<file path="config.mk">
export PLATFORM = sky130hd
export DESIGN_NAME = pushbutton_reset_controller
export DESIGN_NICKNAME = d
export VERILOG_FILES = /design/src/hdl/pushbutton_reset_controller.v
export VERILOG_INCLUDE_DIRS = /design/src /design/src/hdl
export SDC_FILE = /design/constraint.sdc
export NUM_CORES = 1
export LEC_CHECK = 0
export BUFFER_PORTS_ARGS = -buffer_cell sky130_fd_sc_hd__buf_2
export CORE_UTILIZATION = 45
export CTS_CLUSTER_SIZE = 10
export DETAILED_ROUTE_END_ITERATION = 16
export PLACE_DENSITY = 0.73
export REMOVE_ABC_BUFFERS = 1
export SYNTH_ARGS = -nofsm -noshare
export SYNTH_HDL_FRONTEND = slang
export SYNTH_SLANG_ARGS = --single-unit
</file>
<file path="constraint.sdc">
create_clock -name CLK -period 3.2 [get_ports CLK]
set_clock_uncertainty 0.1 [all_clocks]
set_input_delay 0.64 -clock CLK [delete_from_list [all_inputs] [get_ports CLK]]
set_output_delay 0.64 -clock CLK [all_outputs]
set_load 0.02 [all_outputs]
</file>
<file path="src/hdl/pb_reset_map.vh">
// Constants for the push-button restart supervisor: register offsets,
// field positions, reset values, hold-time tables and pulse times.
// Included by hdl/pushbutton_reset_controller.v only.
`ifndef PB_RESET_MAP_VH
`define PB_RESET_MAP_VH

// Register offsets (4-bit address)
`define ADDR_PB_CTRL     4'h0
`define ADDR_PB_CFG      4'h1
`define ADDR_PB_STAT     4'h2
`define ADDR_IRQ_STATUS  4'h3
`define ADDR_IRQ_CLEAR   4'h4
`define ADDR_IRQ_ENABLE  4'h5

// Push-button control register fields (read clears flags)
`define CTRL_WAKE_SHORT  0
`define CTRL_WAKE_LONG   1
`define CTRL_RST_FAULT   2

// Configuration register fields
`define CFG_WAKE_LO      0
`define CFG_WAKE_HI      1
`define CFG_RST_LO       2
`define CFG_RST_HI       3
`define CFG_REC_LO       4
`define CFG_REC_HI       5
`define CFG_NEEDS_VIN    6
`define CFG_RESET_VAL    8'h0d

// Recovery target codes
`define REC_SHIP         2'h0
`define REC_HIZ          2'h1
`define REC_ACTIVE       2'h2
`define REC_PREVIOUS     2'h3

// Interrupt status bits
`define IRQ_WAKE         0
`define IRQ_RESTART      1
`define IRQ_RECOVERED    2

// Times
`define INT_PULSE_US     128
`define RESTART_PULSE_MS 400
`define CLK_MHZ          50
`define US_PER_MS        1000

// Synchroniser rest level: button released, supplies valid
`define SYNC_IDLE_VAL    5'h1f

// Hold times in ms by selection code
`define WAKE_MS_0        16'h0032
`define WAKE_MS_1        16'h0064
`define WAKE_MS_2        16'h01f4
`define WAKE_MS_3        16'h03e8
`define RST_MS_0         16'h1388
`define RST_MS_1         16'h2328
`define RST_MS_2         16'h2af8
`define RST_MS_3         16'h3a98
// Long wake flag threshold (ms)
`define WAKE_LONG_MS     16'h03e8

`endif

</file>
<file path="src/hdl/pushbutton_reset_controller.v">
// Push-button wake/restart supervisor with register port and interrupt.
// Assumes single 50 MHz clock, button pin synchronised here, supply
// status levels from analog comparators (also synchronised here).
//
// Contract
// - Button input pulled up, idle reads released
// - Act only with battery or valid charging input
// - Separate hold selections for wake and restart
// - Wake gives 128 us pulse, sets flags
// - Flags stay until control register read
// - Restart gives interrupt pulse and restart output
// - One restart pulse per qualifying hold
// - Re-arm needs release then a new restart hold
// - Battery only restart enters ship or high-z
// - With input supply, resume previous state
// - Re-enable disabled system rail on high-z/active
// - Restart optionally needs valid input window
`timescale 1ns/100ps
`default_nettype none
`include "pb_reset_map.vh"

module pushbutton_reset_controller #(
   parameter [15:0] MS_CYCLES = (`CLK_MHZ * `US_PER_MS),
   parameter [31:0] INT_CYC   = (`INT_PULSE_US * `CLK_MHZ),
   parameter [31:0] RST_CYC   = (`RESTART_PULSE_MS * MS_CYCLES)
) (
   input  wire       CLK,
   input  wire       RST_N,
   input  wire       CLK_EN,
   input  wire       MANUAL_BUTTON_N,
   output wire       BUTTON_PULLUP_EN,
   input  wire       BATTERY_PRESENT,
   input  wire       INPUT_SUPPLY_VALID,
   input  wire       INPUT_SUPPLY_IN_WINDOW,
   input  wire       CHARGE_ENABLED,
   input  wire       SYSTEM_RAIL_WAS_ON,
   input  wire [3:0] ADDR,
   input  wire [7:0] WDATA,
   input  wire       WR,
   input  wire       RD,
   output reg  [7:0] RDATA,
   output reg        INT_PULSE_N,
   output reg        RESTART_N,
   output reg  [1:0] RECOVERY_STATE,
   output reg        RECOVERY_VALID,
   output reg        SYSTEM_RAIL_REENABLE,
   output wire       IRQ
);
   localparam ST_IDLE = 2'h0;
   localparam ST_HELD = 2'h1;
   localparam ST_WAIT = 2'h2;

   // Pull-up is a static analog enable; idle input reads released
   assign BUTTON_PULLUP_EN = 1'b1;

   // All pin and comparator levels are asynchronous to CLK
   wire [4:0] lvl_s;
   wire       bat_ok;

   // Chains rest at released/valid so reset shows no false press
   pin_sync #(
      .WIDTH     (5),
      .RESET_VAL (`SYNC_IDLE_VAL)
   ) i_lvl_sync (
      .clk      (CLK),
      .rst_n    (RST_N),
      .clk_en   (CLK_EN),
      .async_in ({SYSTEM_RAIL_WAS_ON, CHARGE_ENABLED, INPUT_SUPPLY_IN_WINDOW,
                  INPUT_SUPPLY_VALID, MANUAL_BUTTON_N}),
      .sync_r   (lvl_s)
   );

   // Battery starts absent until seen twice
   pin_sync #(
      .WIDTH     (1),
      .RESET_VAL (1'b0)
   ) i_bat_sync (
      .clk      (CLK),
      .rst_n    (RST_N),
      .clk_en   (CLK_EN),
      .async_in (BATTERY_PRESENT),
      .sync_r   (bat_ok)
   );

   wire btn_n   = lvl_s[0];
   wire vin_ok  = lvl_s[1];
   wire vin_win = lvl_s[2];
   wire chg_en  = lvl_s[3];
   wire sys_on  = lvl_s[4];

   wire active = bat_ok | (vin_ok & chg_en);

   reg [7:0] cfg_r;
   reg [2:0] flags_r;
   reg [2:0] irq_st_r, irq_en_r;
   reg [1:0] st_r;
   reg [15:0] ms_div_r;
   reg [15:0] ms_cnt_r;
   reg        wake_done_r;
   reg [31:0] int_cnt_r, rst_cnt_r;

   wire [1:0] wsel = cfg_r[`CFG_WAKE_HI:`CFG_WAKE_LO];
   wire [1:0] rsel = cfg_r[`CFG_RST_HI:`CFG_RST_LO];
   wire [1:0] rec  = cfg_r[`CFG_REC_HI:`CFG_REC_LO];

   reg [15:0] wake_ms, rst_ms;
   always @* begin
      case (wsel)
         2'h0:    wake_ms = `WAKE_MS_0;
         2'h1:    wake_ms = `WAKE_MS_1;
         2'h2:    wake_ms = `WAKE_MS_2;
         default: wake_ms = `WAKE_MS_3;
      endcase
      case (rsel)
         2'h0:    rst_ms = `RST_MS_0;
         2'h1:    rst_ms = `RST_MS_1;
         2'h2:    rst_ms = `RST_MS_2;
         default: rst_ms = `RST_MS_3;
      endcase
   end

   localparam [15:0] MS_LAST = MS_CYCLES - 16'h0001;

   wire       pressed   = ~btn_n & active;
   wire       tick      = (ms_div_r == MS_LAST);
   wire       held_st   = (st_r == ST_HELD);
   wire       wake_hit  = held_st & ~wake_done_r & (ms_cnt_r >= wake_ms);
   wire       rst_qual  = ~cfg_r[`CFG_NEEDS_VIN] | vin_win;
   wire       rst_reach = held_st & (ms_cnt_r >= rst_ms);
   wire       rst_hit   = rst_reach & rst_qual;
   // Hold reached without the input window: flag only, no restart
   wire       rst_fault = rst_reach & ~rst_qual;
   wire       wake_long = (wake_ms >= `WAKE_LONG_MS);
   wire       ctrl_rd   = RD & (ADDR == `ADDR_PB_CTRL);
   wire       cfg_wr    = WR & (ADDR == `ADDR_PB_CFG);
   wire       clr_wr    = WR & (ADDR == `ADDR_IRQ_CLEAR);
   wire       en_wr     = WR & (ADDR == `ADDR_IRQ_ENABLE);
   wire [2:0] flag_set  = {rst_fault, wake_hit & wake_long, wake_hit & ~wake_long};
   wire [2:0] irq_set   = {RECOVERY_VALID, rst_hit, wake_hit};
   wire [7:0] stat_word = {~RESTART_N, RECOVERY_STATE, active, btn_n, st_r, ~INT_PULSE_N};

   // Press tracker: idle, held and timing, waiting for release
   always @(posedge CLK or negedge RST_N) begin
      if (!RST_N) begin
         st_r <= ST_IDLE;
      end else if (CLK_EN) begin
         case (st_r)
            ST_IDLE: begin
               if (pressed) st_r <= ST_HELD;
            end
            ST_HELD: begin
               if (!pressed) begin
                  st_r <= ST_IDLE;
               end else if (rst_hit) begin
                  st_r <= ST_WAIT;
               end
            end
            ST_WAIT: begin
               // A long hold cannot restart twice without a release
               if (btn_n) st_r <= ST_IDLE;
            end
            default: st_r <= ST_IDLE;
         endcase
      end
   end

   // Millisecond prescaler and hold counter, cleared while idle
   always @(posedge CLK or negedge RST_N) begin
      if (!RST_N) begin
         ms_div_r    <= 16'h0000;
         ms_cnt_r    <= 16'h0000;
         wake_done_r <= 1'b0;
      end else if (CLK_EN) begin
         if (st_r == ST_IDLE) begin
            ms_div_r    <= 16'h0000;
            ms_cnt_r    <= 16'h0000;
            wake_done_r <= 1'b0;
         end else if (held_st && pressed) begin
            ms_div_r <= tick ? 16'h0000 : ms_div_r + 16'h0001;
            // Saturates so a stuck button never wraps into a new hold
            if (tick && ms_cnt_r != 16'hffff) ms_cnt_r <= ms_cnt_r + 16'h0001;
            if (wake_hit) wake_done_r <= 1'b1;
         end
      end
   end

   // One shared pulse timer; a later event restarts the full width
   always @(posedge CLK or negedge RST_N) begin
      if (!RST_N) begin
         int_cnt_r   <= 32'h0;
         INT_PULSE_N <= 1'b1;
      end else if (CLK_EN) begin
         if (wake_hit || rst_hit) begin
            int_cnt_r   <= INT_CYC;
            INT_PULSE_N <= 1'b0;
         end else if (int_cnt_r > 32'h1) begin
            int_cnt_r <= int_cnt_r - 32'h1;
         end else begin
            int_cnt_r   <= 32'h0;
            INT_PULSE_N <= 1'b1;
         end
      end
   end

   always @(posedge CLK or negedge RST_N) begin
      if (!RST_N) begin
         rst_cnt_r <= 32'h0;
         RESTART_N <= 1'b1;
      end else if (CLK_EN) begin
         if (rst_hit) begin
            rst_cnt_r <= RST_CYC;
            RESTART_N <= 1'b0;
         end else if (rst_cnt_r > 32'h1) begin
            rst_cnt_r <= rst_cnt_r - 32'h1;
         end else begin
            rst_cnt_r <= 32'h0;
            RESTART_N <= 1'b1;
         end
      end
   end

   // Recovery choice is taken at the restart edge and then held
   always @(posedge CLK or negedge RST_N) begin
      if (!RST_N) begin
         RECOVERY_STATE       <= `REC_PREVIOUS;
         RECOVERY_VALID       <= 1'b0;
         SYSTEM_RAIL_REENABLE <= 1'b0;
      end else if (CLK_EN) begin
         RECOVERY_VALID <= rst_hit;
         if (rst_hit) begin
            if (vin_ok) begin
               RECOVERY_STATE       <= `REC_PREVIOUS;
               SYSTEM_RAIL_REENABLE <= 1'b0;
            end else begin
               RECOVERY_STATE       <= (rec == `REC_SHIP) ? `REC_SHIP : `REC_HIZ;
               SYSTEM_RAIL_REENABLE <= ~sys_on & (rec != `REC_SHIP);
            end
         end
      end
   end

   // Set wins over read-clear so no event is lost
   always @(posedge CLK or negedge RST_N) begin
      if (!RST_N) begin
         flags_r  <= 3'h0;
         irq_st_r <= 3'h0;
      end else if (CLK_EN) begin
         flags_r  <= (ctrl_rd ? 3'h0 : flags_r) | flag_set;
         irq_st_r <= (clr_wr ? (irq_st_r & ~WDATA[2:0]) : irq_st_r) | irq_set;
      end
   end

   always @(posedge CLK or negedge RST_N) begin
      if (!RST_N) begin
         cfg_r    <= `CFG_RESET_VAL;
         irq_en_r <= 3'h0;
      end else if (CLK_EN) begin
         if (cfg_wr) cfg_r <= WDATA;
         if (en_wr) irq_en_r <= WDATA[2:0];
      end
   end

   // Read data stand one cycle only, zero otherwise
   always @(posedge CLK or negedge RST_N) begin
      if (!RST_N) begin
         RDATA <= 8'h00;
      end else if (CLK_EN) begin
         if (RD) begin
            case (ADDR)
               `ADDR_PB_CTRL:    RDATA <= {5'h00, flags_r};
               `ADDR_PB_CFG:     RDATA <= cfg_r;
               `ADDR_PB_STAT:    RDATA <= stat_word;
               `ADDR_IRQ_STATUS: RDATA <= {5'h00, irq_st_r};
               `ADDR_IRQ_ENABLE: RDATA <= {5'h00, irq_en_r};
               default:          RDATA <= 8'h00;
            endcase
         end else begin
            RDATA <= 8'h00;
         end
      end
   end

   assign IRQ = |(irq_st_r & irq_en_r);
endmodule

// Two-flop synchroniser for asynchronous level inputs
module pin_sync #(
   parameter             WIDTH     = 1,
   parameter [WIDTH-1:0] RESET_VAL = {WIDTH{1'b0}}
) (
   input  wire             clk,
   input  wire             rst_n,
   input  wire             clk_en,
   input  wire [WIDTH-1:0] async_in,
   output reg  [WIDTH-1:0] sync_r
);
   reg [WIDTH-1:0] meta_r;

   // Only the second stage may be read outside this module
   always @(posedge clk or negedge rst_n) begin
      if (!rst_n) begin
         meta_r <= RESET_VAL;
         sync_r <= RESET_VAL;
      end else if (clk_en) begin
         meta_r <= async_in;
         sync_r <= meta_r;
      end
   end
endmodule
`default_nettype wire

</file>
==> metrics.md <==
| Metric | Value |
|---|---|
| Final Routed Wirelength | around 16,000 um |
| Worst-case vdd ir drop | 0.345 mV |
| Clock tree from TritonCTS | built |
| Post-synthesis cell type with the largest combined area | dfrtp_1 |
| Proportion of power drawn by the clock network | 0.325 |
| Ranking of synthesized cells by instance count | dfrtp_1 (125), nor2_1 (104), nand2_1 (61), o21ai_0 (41), xnor2_1 (36) |
| Critical Path Start Type | flip-flop |
| Delay contributed by the slowest stage of the critical path | 0.55 ns |
| Clock latency on the worst-skew pair | 0.43 ns |
| Via count | 5,793 |
| Share of post-route cells with drive strength above 1 | 0.179 |
| Class of the worst hold path | primary input to asynchronous set/reset pin |
| Unrepaired setup endpoints after global routing | false |
| Leakage power | ~4.0 nW |
| Die W | 131 um |
| Post-Place Cells | roughly 1.0k |
| Effective utilization at floorplan | 0.468 |
| Data arrival time of the critical path | 3.17 ns |
| Switching share of power | 0.331 |
| Cts repair resizes | 0 |
| Critical path peak fanout | 5 |
| Cells after Synth | 774 |
| Maximum number of buffers from clock root to sink | 2 |
| Final std cells w/o fill | 1,053 |
| Buffers added on ports | 37 |
| Per-instance average area after synthesis | 9.73 um^2 |
| Net Switching | between 1.5 and 2 mW |
| Post-CTS Repair Setup Buffers | 0 |
| Post-Route Setup TNS | 0 ns |
| Slowest CP cell | or4_4 |
| Antenna violations before repair | 0 |
| Number of rows in the core area | 46 |
| Part of the power in registers | 0.434 |
| CP dominant cell by count | or4_4 |
| Post-layout minimum cycle time | 2.97 ns |
| Number of warnings reported in the yosys synthesis log | 0 |
| Total die area | about 17,000 um^2 |
| Transition at the pin with the smallest max-transition slack | 0.594 ns |
| Remaining antenna violation count after routing | 0 |
| Number of clock buffers inserted by TritonCTS | 17 |
| Clock transition at path regs | 0.06 ns |
| Number of hold-repair buffers added at the cts stage | 0 |
| Area added between synthesis and finish | 14.6% |
| Placer congestion estimate | 0.862 |
| Fraction of synthesis flops using an asynchronous set or reset pin | 1.00 |
| Detailed-routing iteration count for the pre-antenna-repair pass | 6 |
| Overall power after layout | 5.94 mW |
| Endpoint kind of the worst setup timing path | flip-flop |
| Hold Vio Cnt, Final | 0 |
| Post-layout nets | 876 |
| Count of inserted antenna diode cells | 0 |
| Synth Flop Type | dfrtp_1 |
| Crit-path cells | or4_4 > or4_4 > or3_1 > or4_4 > buf_4 > a31oi_1 > o22ai_1 |
| Maxcap violations | 0 |
| Required arrival time at the worst endpoint | 3.40 ns |
| Clock root cell | clkbuf_16 |
| Final setup vio count | 0 |
| Number of enable-type register cells in the synthesized netlist | 0 |
| Outcome | complete, no violations |
| Global-route wire length before repair | 27,500 um |
| Top area cells in the synthesized netlist | dfrtp_1 (42%), dfstp_2 (5.9%), nor2_1 (5.2%), ha_1 (4.8%), xnor2_1 (4.2%) |
| Total global routing track utilization | 0.197 |
| Clk sink count | 142 |
| Netlist area before placement | 7530 um^2 |
| Half-perimeter wire length after detailed placement | 11,200 um |
| Via count of the first global-routing pass | 5,619 |
| Drt initial violations | 504 |
| Ports placed on the boundary | 39 |
| Part of the cycle the worst path needs | 0.927 |
| Post-synthesis sequential area ratio | 0.474 |
| H-tree lvl count | 4 |
| Detail-routed net length per standard cell | 15.2 um |
| GRT overflow | 0 |
| Worst slew margin relative to its limit | 0.601 |
| Netlist cell types | 65 |
| Yosys top cell area share | 0.415 |
| Cell Pwr Density | between 600 and 700 nW/um^2 |
| Logic gate share of total power | 0.241 |
| Die Y-Extent | 131 um |
| Start-to-end type of the worst setup path | flip-flop to flip-flop |
| Int Power | 3.98 mW |
| Largest net degree at the start of global routing | 64 |
| Max Freq | 0.337 GHz |
| Final max-slew violation count | 0 |
| Core outline area | 16,100 um^2 |
| Vias per std cell | around 5.5 |
| Number of DRC violations after detailed routing | 0 |
| Number of storage elements in the synthesis netlist | 142 |
| Most frequently used cell type in the post-synthesis netlist | dfrtp_1 |
[cells by family after synthesis]
logic type / Yosys count / synth area share
XOR/XNOR: 71 / 0.0825
flip-flops: 142 / 0.474
adder cells (fa/ha/maj): 29 / 0.0482
AND/OR/NAND/NOR: 337 / 0.223
other: 1 / 0.000498
buffers and inverters: 51 / 0.0291
AO/OA/AOI/OAI: 115 / 0.101
multiplexers: 28 / 0.0415
[cell type report]
cell class	count	area, um^2
inverter	27	101
tap	216	270
clock buffer	19	453
sequential	142	3570
fill	1463	7480
timing repair buffer	55	352
multi-input combinational	581	3750
clock inverter	13	130
[worst paths after layout]
check	startpoint	cells past startpoint	slack [ns]	to
max in group asynchronous	RST_N	2	2.15	cfg_r[2]
min in group CLK	WDATA[5]	2	0.34	cfg_r[5]
setup reg to reg	rst_cnt_r[23]	7	0.23	rst_cnt_r[2]
hold / removal	RST_N	1	0.07	ms_div_r[9]
setup / recovery	rst_cnt_r[23]	7	0.23	rst_cnt_r[2]
hold reg to reg	RDATA[7]	1	0.39	RDATA[7]
[registers in the layout, indices dropped and copies added (netlist names), 3 cells and up]
name,flops
i_lvl_sync.meta_r,5
rst_cnt_r,32
i_lvl_sync.sync_r,5
cfg_r,8
ms_div_r,16
int_cnt_r,32
ms_cnt_r,16
irq_en_r,3
flags_r,3
irq_st_r,3
RDATA,8
[through the flow]
step                cell area [um^2]  setup slack [ns]  hold slack [ns]   util
floorplan                       7420            -0.270            0.244      -
global placement                8040             0.116            0.373  0.499
detailed placement              8040            0.0653            0.375  0.499
CTS                             8630            0.0428           0.0863  0.535
global route                    8640             0.108            0.107  0.536
finish                          8640             0.232           0.0677  0.536
[placed cells by master, fill, tap and decap left out, drive strengths merged, types with 3 or more instances in the layout]
master    Yosys  layout
a21o          5       5
a21oi        16      16
a22o          6       6
a22oi         5       5
a31oi         6       6
and2          6       6
and3         11      11
buf           5      55
clkbuf       19      19
clkinv        0       3
clkinvlp      0       3
dfrtp       125     125
dfstp        17      17
ha           29      29
inv          27      33
mux2         26      26
nand2        61      61
nand2b        8       8
nand3        24      24
nand4        16      16
nor2        115     115
nor2b         5       5
nor3         32      32
nor3b         3       3
nor4         12      12
o211ai        3       3
o21ai        41      41
o22ai         4       4
o2bb2ai       6       6
or3          18      18
or4          14      14
xnor2        36      36
xor2         35      35
[worst max-delay path, delay by kind of cell (launching register included)]
family	cells	cell delay (ns)
buf+inv	1	0.18
simple gates	4	1.88
compound gates	2	0.28
flops	1	0.39
[per-layer routing]
layer	wire length, um	share of wire	track usage	vias up
li1	-	-	-	2822
met1	7690	0.48	0.271	2818
met2	7330	0.46	0.304	132
met3	735	0.046	0.0459	21
met4	269	0.017	0.0717	0
met5	0	0	0	-
[power by group through the flow]
stage	clock, mW	combinational, mW	sequential [mW]
after floorplan	0	1.10	2.52
after global placement	0	1.38	2.58
after detailed placement	0	1.42	2.59
after CTS	1.97	1.44	2.57
after global routing	2.05	1.64	2.63
final	1.93	1.43	2.58
Note: power is estimated with default switching activity, not from simulation.
